**config.mk**
```make
export PLATFORM = sky130hd
export DESIGN_NAME = pcb_config_header
export DESIGN_NICKNAME = d
export VERILOG_FILES = /design/src/include/pcb_pkg.sv /design/src/hw/pcb_pin_sync.sv /design/src/hw/pcb_latency_timer.sv /design/src/hw/pcb_config_header.sv
export SDC_FILE = /design/constraint.sdc
export NUM_CORES = 1
export LEC_CHECK = 0
export BUFFER_PORTS_ARGS = -buffer_cell sky130_fd_sc_hd__buf_2
export CAP_MARGIN = 25
export CORE_MARGIN = 8
export CORE_UTILIZATION = 47
export DETAILED_ROUTE_END_ITERATION = 16
export HOLD_SLACK_MARGIN = 0.06
export PLACE_DENSITY_LB_ADDON = 0.25
export SKIP_CTS_REPAIR_TIMING = 1
export SYNTH_ARGS = -nofsm -noshare
export SYNTH_HDL_FRONTEND = slang
export SYNTH_SLANG_ARGS = --single-unit
```
**constraint.sdc**
```tcl
create_clock -name clk -period 2.3 [get_ports clk]
set_clock_uncertainty 0.1 [all_clocks]
set_input_delay 0 -clock clk [delete_from_list [all_inputs] [get_ports clk]]
set_output_delay 0 -clock clk [all_outputs]
set_load 0.005 [all_outputs]
```
**src/include/pcb_pkg.sv**
```systemverilog
// Purpose: Shared constants and carriers for the bridge configuration header block
// Assumes: Configuration accesses arrive as decoded dword requests on the primary clock
// Notes:   Offsets are byte addresses; all are dword aligned
package pcb_pkg;

    // Register byte offsets within configuration space
    localparam logic [7:0]  PCB_OFF_CMD_STATUS  = 8'h04;  // Command low half, status high half
    localparam logic [7:0]  PCB_OFF_REV_CLASS   = 8'h08;  // Revision and class dword
    localparam logic [7:0]  PCB_OFF_CLS_LAT_HDR = 8'h0c;  // Line size, latency, header type
    localparam logic [7:0]  PCB_OFF_BUS_NUMBERS = 8'h18;  // Upstream bus number dword

    // Command field positions and writable bits (io, mem, master, palette, parity, fault, fbb)
    localparam int          PCB_CMD_PARITY_RESP = 6;
    localparam int          PCB_CMD_FAULT_EN    = 8;
    localparam logic [15:0] PCB_CMD_WMASK       = 16'h0367;

    // Status half-word layout: bit n here is dword bit n+16
    localparam int          PCB_ST_DATA_PERR    = 8;      // Data parity error detected
    localparam int          PCB_ST_SIG_TABORT   = 11;     // Signaled target abort
    localparam int          PCB_ST_RCV_TABORT   = 12;     // Received target abort
    localparam int          PCB_ST_RCV_MABORT   = 13;     // Received master abort
    localparam int          PCB_ST_SIG_SYSERR   = 14;     // Signaled system error
    localparam int          PCB_ST_DET_PERR     = 15;     // Detected parity error
    localparam logic [15:0] PCB_ST_W1C_MASK     = 16'hf900;
    localparam logic [15:0] PCB_ST_FIXED        = 16'h02b0; // Caps list, 66 MHz, fbb, medium select

    // Hardwired identity bytes
    localparam logic [7:0]  PCB_PROG_IF         = 8'h00;
    localparam logic [7:0]  PCB_SUB_CLASS       = 8'h04;
    localparam logic [7:0]  PCB_BASE_CLASS      = 8'h06;
    localparam logic [7:0]  PCB_HEADER_TYPE     = 8'h01;
    localparam logic [7:0]  PCB_CLS_MAX         = 8'h10;  // Largest valid line size in dwords
    localparam logic [4:0]  PCB_PREFETCH_MIN    = 5'h01;  // Dwords fetched with no valid line size

    // Configuration request from the primary target decoder
    typedef struct packed {
        logic        rd;     // One-cycle read strobe
        logic        wr;     // One-cycle write strobe
        logic [7:0]  addr;   // Byte offset, low two bits ignored
        logic [3:0]  be;     // Byte enables, active high
        logic [31:0] wdata;  // Write data
    } pcb_cfg_req_t;

    // Configuration read answer
    typedef struct packed {
        logic        valid;  // One-cycle answer strobe
        logic [31:0] data;   // Read data
    } pcb_cfg_rsp_t;

    // Error events from primary master and target logic, one-cycle pulses
    typedef struct packed {
        logic targetAbortSent;   // We ended a cycle with target abort
        logic targetAbortSeen;   // Our mastered cycle got target abort
        logic masterAbortSeen;   // Our mastered cycle was never claimed
        logic parityErrorSeen;   // Address or data parity error detected
        logic systemFaultReq;    // Logic wants the system fault pin
    } pcb_events_t;

    // Primary master activity used by timer and line logic
    typedef struct packed {
        logic       frameStart;  // Pulse when we assert the frame signal
        logic       frameActive; // Level while our transaction runs
        logic       mwiActive;   // Write-and-invalidate in progress
        logic [7:0] dwordIndex;  // Dword address of the current data phase
    } pcb_master_t;

endpackage : pcb_pkg

```
**src/hw/pcb_pin_sync.sv**
```systemverilog
// Purpose: Three-stage synchroniser with agreement filter for an active-low pin
// Assumes: Pin idles high
// Notes:   Output is high while the pin is seen asserted
module pcb_pin_sync
    import pcb_pkg::*;
(
    // Clock and reset
    input  wire logic clk,
    input  wire logic resetn,
    // Pin and result
    input  wire logic pinN,
    output logic      asserted
);

    typedef struct packed {
        logic s1;       // Metastability catcher, read by s2 only
        logic s2;
        logic s3;
        logic level;    // Filtered asserted level
    } pcb_sync_t;

    pcb_sync_t st_reg;
    pcb_sync_t st_next;

    // Level moves only once the second and third stage agree
    always_comb begin
        st_next    = st_reg;
        st_next.s1 = pinN;
        st_next.s2 = st_reg.s1;
        st_next.s3 = st_reg.s2;
        if (st_reg.s2 == st_reg.s3) begin
            st_next.level = ~st_reg.s2;
        end
    end

    // State register, idle pin reads high
    always_ff @(posedge clk or negedge resetn) begin
        if (!resetn) begin
            st_reg <= '{s1: 1'b1, s2: 1'b1, s3: 1'b1, level: 1'b0};
        end else begin
            st_reg <= st_next;
        end
    end

    assign asserted = st_reg.level;

endmodule : pcb_pin_sync

```
**src/hw/pcb_latency_timer.sv**
```systemverilog
// Purpose: Master latency counter for the primary interface
// Assumes: Start pulse coincides with our frame assertion
// Notes:   A zero setting expires one edge after the edge that takes the frame start
module pcb_latency_timer
    import pcb_pkg::*;
(
    // Clock and reset
    input  wire logic       clk,
    input  wire logic       resetn,
    // Control
    input  wire logic [7:0] loadValue,
    input  wire logic       frameStart,
    input  wire logic       frameActive,
    // Result
    output logic            expired
);

    typedef struct packed {
        logic [7:0] count;    // Clocks left
        logic       running;  // Timer armed for this frame
        logic       expired;  // Timer ran out
    } pcb_timer_t;

    pcb_timer_t st_reg;
    pcb_timer_t st_next;

    // Load on frame start, count down while our frame is on the bus
    always_comb begin
        st_next = st_reg;
        if (frameStart) begin
            st_next.count   = loadValue;
            st_next.running = 1'b1;
            st_next.expired = 1'b0;
        end else if (!frameActive) begin
            st_next.running = 1'b0;
            st_next.expired = 1'b0;
        end else if (st_reg.running) begin
            if (st_reg.count != 8'h00) begin
                st_next.count = st_reg.count - 8'h01;
            end else begin
                st_next.expired = 1'b1;
            end
        end
    end

    // State register
    always_ff @(posedge clk or negedge resetn) begin
        if (!resetn) begin
            st_reg <= '0;
        end else begin
            st_reg <= st_next;
        end
    end

    assign expired = st_reg.expired;

endmodule : pcb_latency_timer

```
**src/hw/pcb_config_header.sv**
```systemverilog
// Purpose: Primary-side configuration header registers of a bridge
// Assumes: Target decoder delivers one-cycle config strobes on the primary clock
// Notes:   Reads answer one clock after the strobe; outputs are all registered except the fault pin level, which is tied low
//
// Summary of operation
// - Capabilities list status bit reads one
// - 66 MHz capable status bit reads one
// - Fast back-to-back capable bit reads one
// - Parity pin with response enabled sets flag
// - Device select timing field reports medium
// - Our target abort sets signaled-abort flag
// - Received target abort sets its flag
// - Unclaimed mastered cycle sets master-abort flag
// - Driving system fault pin sets flag
// - Any detected parity error sets flag
// - Hardwired revision byte in low byte
// - Class code reads bridge, PCI bridge
// - Line size register read-write, resets zero
// - Latency byte loads master latency counter
// - Header type byte reads bridge layout
// - Upstream bus number read-write, resets zero
// - Command parity response bit, reset zero
// - Fault pin driven only when enabled
module pcb_config_header
    import pcb_pkg::*;
#(
    // Arbitrary neutral value, not any real part's revision
    parameter logic [7:0] REVISION_IDENTIFIER = 8'h5a
)
(
    // Clock and reset
    input  wire logic         clk,
    input  wire logic         resetn,
    // Configuration access
    input  wire pcb_cfg_req_t cfgReq,
    output pcb_cfg_rsp_t      cfgRsp,
    // Error events from primary master and target logic
    input  wire pcb_events_t  events,
    // Primary master activity
    input  wire pcb_master_t  master,
    // Upstream parity fault pin, observed only
    input  wire logic         upstreamParityFaultPinN,
    // Upstream system fault pin, open drain
    output logic              upstreamSystemFaultPinOutN,
    output logic              upstreamSystemFaultPinOe,
    // Settings used by the bridge datapath
    output logic [15:0]       commandBits,
    output logic [7:0]        upstreamBusNumber,
    output logic              latencyExpired,
    output logic              mwiLineEnd,
    output logic [4:0]        prefetchDwords
);

    // Whole state of the header in one record
    typedef struct packed {
        logic [15:0]  command;      // Command register
        logic [15:0]  statusFlags;  // Sticky error flags, status layout
        logic [7:0]   cacheLine;    // Line size in dwords
        logic [7:0]   latency;      // Master latency setting
        logic [7:0]   busNumber;    // Upstream bus number
        pcb_cfg_rsp_t rsp;          // Read answer
        logic         faultDrive;   // Pulling the fault pin low
        logic         lineEnd;      // Next data phase closes a line
        logic [4:0]   prefetch;     // Dwords to fetch ahead
    } pcb_state_t;

    localparam pcb_state_t PCB_STATE_RESET = '{
        command:     16'h0000,
        statusFlags: 16'h0000,
        cacheLine:   8'h00,
        latency:     8'h00,
        busNumber:   8'h00,
        rsp:         '{valid: 1'b0, data: 32'h0000_0000},
        faultDrive:  1'b0,
        lineEnd:     1'b0,
        prefetch:    5'h01
    };

    pcb_state_t st_reg;           // Registered state
    pcb_state_t st_next;          // Next state

    logic [31:0] laneMask;        // Byte enables spread to bits
    logic        parityPinSeen;   // Filtered parity pin level
    logic        lineSizeValid;   // Line size is zero or a legal power of two
    logic        lineSizeUsable;  // Valid and nonzero
    logic [7:0]  lineMaskBits;    // Dword offset mask within a line

    // Parity pin comes from the bus, so it is synchronised first
    pcb_pin_sync u_parity_sync (
        .clk      (clk),
        .resetn   (resetn),
        .pinN     (upstreamParityFaultPinN),
        .asserted (parityPinSeen)
    );

    // Latency counter for frames we master
    pcb_latency_timer u_latency (
        .clk         (clk),
        .resetn      (resetn),
        .loadValue   (st_reg.latency),
        .frameStart  (master.frameStart),
        .frameActive (master.frameActive),
        .expired     (latencyExpired)
    );

    // One byte lane per enable bit
    genvar lane;
    generate
        for (lane = 0; lane < 4; lane++) begin : g_lane
            assign laneMask[lane*8 +: 8] = {8{cfgReq.be[lane]}};
        end
    endgenerate

    // Line size check: one bit set at most, and no larger than the maximum
    always_comb begin
        lineSizeValid  = ((st_reg.cacheLine & (st_reg.cacheLine - 8'h01)) == 8'h00)
                         && (st_reg.cacheLine <= PCB_CLS_MAX);
        lineSizeUsable = lineSizeValid && (st_reg.cacheLine != 8'h00);
        lineMaskBits   = st_reg.cacheLine - 8'h01;
    end

    // Next-state logic: writes, sticky flags, read answer and datapath settings
    always_comb begin
        logic [31:0] wbits;       // Bits this write may touch
        logic [15:0] flagSet;     // Events arriving this cycle
        logic [15:0] flagClr;     // Write-one clears this cycle
        logic        hitCmd;      // Write to command and status
        logic        hitLine;     // Write to line size dword
        logic        hitBus;      // Write to bus number dword

        wbits   = cfgReq.wr ? laneMask : 32'h0000_0000;
        flagSet = 16'h0000;
        flagClr = 16'h0000;
        hitCmd  = cfgReq.wr && (cfgReq.addr[7:2] == PCB_OFF_CMD_STATUS[7:2]);
        hitLine = cfgReq.wr && (cfgReq.addr[7:2] == PCB_OFF_CLS_LAT_HDR[7:2]);
        hitBus  = cfgReq.wr && (cfgReq.addr[7:2] == PCB_OFF_BUS_NUMBERS[7:2]);
        st_next = st_reg;

        // Command writes touch only the implemented bits
        if (hitCmd) begin
            st_next.command = (st_reg.command & ~(wbits[15:0] & PCB_CMD_WMASK))
                            | (cfgReq.wdata[15:0] & wbits[15:0] & PCB_CMD_WMASK);
            flagClr = cfgReq.wdata[31:16] & wbits[31:16] & PCB_ST_W1C_MASK;
        end

        // Line size and latency bytes; header type byte stays fixed
        if (hitLine) begin
            if (wbits[0]) begin
                // Illegal sizes are stored as written; the datapath ignores them
                st_next.cacheLine = cfgReq.wdata[7:0];
            end
            if (wbits[8]) begin
                st_next.latency = cfgReq.wdata[15:8];
            end
        end

        // Upstream bus number byte; the rest of the dword is not held here
        if (hitBus && wbits[0]) begin
            st_next.busNumber = cfgReq.wdata[7:0];
        end

        // Parity pin counts only with parity response enabled
        flagSet[PCB_ST_DATA_PERR] = parityPinSeen
                                    && st_reg.command[PCB_CMD_PARITY_RESP];
        flagSet[PCB_ST_SIG_TABORT] = events.targetAbortSent;
        flagSet[PCB_ST_RCV_TABORT] = events.targetAbortSeen;
        flagSet[PCB_ST_RCV_MABORT] = events.masterAbortSeen;
        // Flag follows the clock in which the pin is actually pulled
        flagSet[PCB_ST_SIG_SYSERR] = st_reg.faultDrive;
        // Detection is recorded whatever the response setting says
        flagSet[PCB_ST_DET_PERR]   = events.parityErrorSeen;

        // Set wins over a clear in the same clock
        st_next.statusFlags = (st_reg.statusFlags & ~flagClr) | flagSet;

        // Fault pin is pulled for one clock per request, only when enabled
        st_next.faultDrive = events.systemFaultReq
                             && st_reg.command[PCB_CMD_FAULT_EN];

        // Write-and-invalidate stops on a line boundary when the size is legal
        st_next.lineEnd = master.mwiActive && lineSizeUsable
                          && ((master.dwordIndex & lineMaskBits) == lineMaskBits);
        // Prefetch a whole line, or a single dword when no usable size is set
        st_next.prefetch = lineSizeUsable ? st_reg.cacheLine[4:0]
                                          : PCB_PREFETCH_MIN;

        // Read answer one clock after the strobe; unmapped dwords read zero
        st_next.rsp.valid = cfgReq.rd;
        st_next.rsp.data  = 32'h0000_0000;
        if (cfgReq.rd) begin
            case (cfgReq.addr[7:2])
                PCB_OFF_CMD_STATUS[7:2]: begin
                    // Fixed capability bits and medium timing are ORed in
                    st_next.rsp.data = {st_reg.statusFlags | PCB_ST_FIXED,
                                        st_reg.command};
                end
                PCB_OFF_REV_CLASS[7:2]: begin
                    st_next.rsp.data = {PCB_BASE_CLASS, PCB_SUB_CLASS,
                                        PCB_PROG_IF, REVISION_IDENTIFIER};
                end
                PCB_OFF_CLS_LAT_HDR[7:2]: begin
                    st_next.rsp.data = {8'h00, PCB_HEADER_TYPE,
                                        st_reg.latency, st_reg.cacheLine};
                end
                PCB_OFF_BUS_NUMBERS[7:2]: begin
                    st_next.rsp.data = {24'h00_0000, st_reg.busNumber};
                end
                default: begin
                    st_next.rsp.data = 32'h0000_0000;
                end
            endcase
        end
    end

    // State register; reset gives constants only
    always_ff @(posedge clk or negedge resetn) begin
        if (!resetn) begin
            st_reg <= PCB_STATE_RESET;
        end else begin
            st_reg <= st_next;
        end
    end

    // Outputs straight from the state register
    assign cfgRsp                     = st_reg.rsp;
    assign commandBits                = st_reg.command;
    assign upstreamBusNumber          = st_reg.busNumber;
    assign mwiLineEnd                 = st_reg.lineEnd;
    assign prefetchDwords             = st_reg.prefetch;
    // Open drain: only ever pulls low, enable marks the drive
    assign upstreamSystemFaultPinOutN = 1'b0;
    assign upstreamSystemFaultPinOe   = st_reg.faultDrive;

endmodule : pcb_config_header

```
## Word level (Yosys, flattened, before mapping)

Index checks and enable logic that the tools add are counted.

| word-level totals | value |
|---|---|
| register bits | 110 |
| bits of input ports | 65 |
| output and inout port bits | 66 |
| logic and storage cells | 73 |

| cells by class | value |
|---|---|
| add/sub/neg operators | 2 |
| order comparisons | 1 |
| equal/unequal tests | 9 |
| muxes and demuxes | 13 |
| bitwise operators | 11 |
| reduce and logical (&&, ||, !) cells | 20 |

Operator list:

| cell | count |
|---|---|
| $pmux W32 S4 | 1 |
| $mux W32 | 2 |
| $and A16 B16 Y16 | 3 |
| $mux W8 | 3 |
| $and A8 B8 Y8 | 2 |
| $mux W16 | 1 |
| $not A10 Y16 | 1 |
| $not A16 Y16 | 1 |
| $or A16 B10 Y16 | 1 |
| $or A16 B16 Y16 | 1 |
| $reduce_bool A8 Y1 | 2 |
| $sub A8 B1 Y8 const B | 2 |
| $eq A6 B2 Y1 const B | 2 |
| $and A10 B10 Y10 | 1 |
| $logic_and A1 B1 Y1 | 10 |
| $mux W10 | 1 |
| $eq A8 B8 Y1 | 1 |
| $le A8 B5 Y1 const B | 1 |
| $logic_not A8 Y1 | 1 |
| $eq A6 B1 Y1 const B | 1 |
| $eq A6 B3 Y1 const B | 1 |
| $reduce_and A2 Y1 | 3 |
| $reduce_bool A2 Y1 | 3 |
| $mux W5 | 1 |
| 7 further kinds | 10 |

## Logic depth before layout (Yosys ltp)

| depth | value |
|---|---|
| depth after elaboration | 7 |
| depth in mapped cells | 8 |
| gate-level depth less buffers | 8 |

## Cells and area by module

Synthesis repeated with hierarchy kept, for this count alone.

| second synthesis, totals | value |
|---|---|
| cells, all modules | 358 |
| area, all modules | 4224.1 um2 |

Modules (own cells, without submodules):

| module | instances | cells an instance | area each (um2) |
|---|---|---|---|
| pcb_config_header | 1 | 285 | 3449.6 |
| pcb_latency_timer | 1 | 66 | 651.9 |
| pcb_pin_sync | 1 | 7 | 122.6 |

## Worst setup path before layout

No wires, ideal clock.

| timing | value |
|---|---|
| path kind | register to register |
| start | register st_reg[56] (netlist bit) |
| end | register st_reg (netlist bit mwiLineEnd) |
| setup time | 101 ps |
| data arrival time | 2325 ps |
| data required time | 2099 ps |
| slack | -226 ps |
| stages on the path, launching flop included | 9 |
| buffers on the path | 0 |
| period minus slack after synthesis | 2526 ps |
| cell sequence | dfrtp_1 -> inv_1 -> ha_1 -> or3b_2 -> or3_1 -> ha_1 -> o22ai_1 -> or4_1 -> nor4_1 |

RTL lines:

| element | line | text |
|---|---|---|
| start: declaration | pcb_config_header.sv:79 | `pcb_state_t st_reg;` |
| start signal: assignment | pcb_config_header.sv:220 | `st_reg <= st_next;` |

==> results.md <==
| Item | Value |
|:---|:---|
| Gate count after technology mapping | 383 |
| DR iter-0 viols | 105 |
| Setup repair after global routing missed its margin | yes |
| Overall via count from detail_route | 3155 |
| GR met1 Demand/Resource | 17.5% |
| Number of different library cells in the post-synthesis netlist | 53 |
| Sinks on the clock net | 85 |
| Number of register bits inferred by synthesis | 85 |
| Initial antenna violation count | 0 |
| Number of standard-cell rows in the floorplan | 34 |
| Diodes inserted | 0 |
| Average wire per cell in the routed design | 16.5 um |
| Reg2reg start | st_reg[57] |
| Hold violation count in the final report | 0 |
| Most frequent cell after synthesis | sky130_fd_sc_hd__dfrtp_1 |
| Detailed placement HPWL | 7.19 mm |
| Share of post-route cells with drive strength above 1 | 39.0% |
| Fmax | 0.390 GHz |
| # fillers | 718 |
| Pleak | 2.76 nW |
| Total iterations of the first detailed-routing run | 4 |
| Number of warnings printed during yosys synthesis | 0 |
| Vias in the first global route | 3067 |
| CP arrival | 2.73 ns |
| Kind of start point of the critical path | register |
| Actual slew at the worst max-slew pin | 0.745 ns |
| Die width | 111 um |
| Largest net degree at the start of global routing | 51 |
| CTS Root Cell | sky130_fd_sc_hd__clkbuf_8 |
| Worst-path cell with the longest stage delay | sky130_fd_sc_hd__or4_1 |
| Final worst slack | -0.263 ns |
| Crit path to | mwiLineEnd |
| Number of port buffers | 104 |
| Worst R2R End | mwiLineEnd |
| Relative slew margins | 50.1% |
| Flip-flop count of the largest register, all copies and words added | 27 |
| Net count reported at finish | 586 |
| Hold WC Path Type | in -> async |
| Fin crit period | 2.56 ns |
| R2r worst-path depth | 8 |
| Number of max-slew violations in the final report | 0 |
| Overall die height | 111 um |
| Residual DRC count | 0 |
| Family with the most delay on the worst path | simple AND/OR/NAND/NOR gates |
| Via-to-Cell Ratio | 5.06 |
| Worst-path cell chain | inv_2 > ha_4 > or3b_4 > or3_4 > ha_4 > o22ai_1 > or4_1 > nor4_2 |
| Data required, critical path | 2.47 ns |
| Total I/O pin count | 131 |
| Peak-usage layer in the global routing report | met2 |
| Most frequent cell on the critical path | sky130_fd_sc_hd__ha_4 |
| Category of the worst setup path capture point | register |
| CTS clk-pin slew, worst paths | 0.09 ns |
| Met3 layer usage reported by global route | 6.39% |
| Number of levels in the clock H-tree | 3 |
| Setup Crit Path Kind | reg -> reg |
| Placement-stage worst setup slack | -0.233 ns |
| Largest stage delay on the critical path | 0.48 ns |
| Clock latency at the later pin of the worst-skew pair | 0.35 ns |
| Die ar. | 12300 sq um |
| Maximum number of buffers from clock root to sink | 2 |
| Total global-route track usage | 15.1% |
| Gr ovfl total | 0 |
| Worst hold slack | 0.0401 ns |
| Area Growth Syn to Fin | 28.5% |
| Number of cells on the critical path | 8 |
| List of most frequent post-synthesis cells | sky130_fd_sc_hd__dfrtp_1 (81), sky130_fd_sc_hd__buf_4 (63), sky130_fd_sc_hd__mux2_2 (30) |
| Initial Utilization | 48.5% |
| Drt total wl | 10.3 mm |
| CORE AREA | 8760 sq um |
| Number of flops mapped to enable cells by yosys | 0 |
| Cell accounting for the most synthesized area | sky130_fd_sc_hd__dfrtp_1 |
| Final GP Congestion | 0.833 |
| Setup Viol. Count Final | 6 |
| Area of the mapped netlist | 4250 sq um |
| Met2 Usage GRT | 25.5% |
| Outcome | finished, violations left |
| Commonest register cell after synthesis | sky130_fd_sc_hd__dfrtp_1 |
| P per Cell Area | 616 nW/um^2 |
| First-pass GRT wire length | 15.4 mm |
| Asr flop ratio synth | 100% |
| TritonCTS clock tree | yes |
| Remaining antenna violation count | 0 |
| Syn_area_per_cell | 11.1 sq um |
| Top fanout value on the critical path | 4 |
| Worst Path Buf+Inv | 1 |
| Failing checks | negative setup slack |
| Max-cap violations | 0 |
| Number of CTS-inserted buffers | 9 |
| Sequential element share of the synthesized area | 50.1% |
| Setup slack of the most critical reg-to-reg path | -0.26 ns |
| Worst-case vdd ir drop | 0.000314 V |
| Yosys top cell area share | 47.7% |
| Part of the cycle the worst path needs | 111% |
| Ranking of synthesized cells by area | sky130_fd_sc_hd__dfrtp_1 (48%), sky130_fd_sc_hd__buf_4 (11%), sky130_fd_sc_hd__mux2_2 (7.9%) |
| Origin of the worst setup path | st_reg[57] |
-- routing by layer --
layer | up-vias | share of wire (%)
met3 | 11 | 6.8
met5 | - | 0
met4 | 0 | 0.83
met2 | 93 | 52
met1 | 1521 | 41
li1 | 1530 | -
-- how the worst min path moves through the flow --
stage                 endpoint  slack, ns  depth (start not counted)
finish              cfgRsp[29]       0.04                          2
global route        cfgRsp[29]       0.07                          2
CTS                 cfgRsp[29]      -0.51                          1
detailed placement  cfgRsp[29]      -0.11                          1
global placement    cfgRsp[29]      -0.11                          1
floorplan            async pin      -0.40                          0
-- report_power, final --
group / switching [mW] / internal [mW]
Clock: 0.542 / 0.507
Sequential: 0.0690 / 1.58
Combinational: 0.305 / 0.366
-- cell families after synthesis --
| kind of cell | synth area share, % |
|---|---|
| simple gates | 16.4 |
| buf+inv | 13.5 |
| flops | 50.1 |
| compound gates | 8.50 |
| mux | 8.21 |
| fa+ha+maj | 2.94 |
| other cells | 0.0882 |
| xor+xnor | 0.206 |
-- placed cells by master, fill, tap and decap left out, types with 13 or more instances in the layout --
| master | count |
|---|---|
| sky130_fd_sc_hd__a21oi_1 | 14 |
| sky130_fd_sc_hd__and2_1 | 14 |
| sky130_fd_sc_hd__buf_2 | 103 |
| sky130_fd_sc_hd__buf_4 | 21 |
| sky130_fd_sc_hd__conb_1 | 13 |
| sky130_fd_sc_hd__dfrtp_1 | 81 |
| sky130_fd_sc_hd__dlygate4sd3_1 | 51 |
| sky130_fd_sc_hd__inv_1 | 15 |
| sky130_fd_sc_hd__mux2_2 | 30 |
| sky130_fd_sc_hd__nand3_1 | 17 |
-- final cells by class --
type                            instances  area (sq um)  area share (%)
Clock buffer                            9           124            2.27
Clock inverter                          7          75.1            1.37
Inverter                               16          60.1            1.10
Multi-Input combinational cell        220          1700            31.1
Sequential cell                        85          2130            39.0
Tap cell                              108           135            2.47
Timing Repair Buffer                  179          1240            22.6
-- through the flow --
stage / util (%) / instances / setup TNS [ns] / cell area (sq um) / total power [mW]
3_5_place_dp: 52.5 / 552 / -0.652 / 4600 / 2.18
6_report: 62.4 / 624 / -1.16 / 5470 / 3.37
2_1_floorplan: - / 395 / -0.181 / 4300 / 1.99
4_1_cts: 54.8 / 568 / -0.727 / 4800 / 3.24
3_3_place_gp: 52.5 / 552 / -0.448 / 4600 / 2.17
5_1_grt: 62.4 / 624 / -1.65 / 5470 / 3.54
No activity file was read; power rests on OpenSTA's default activity.
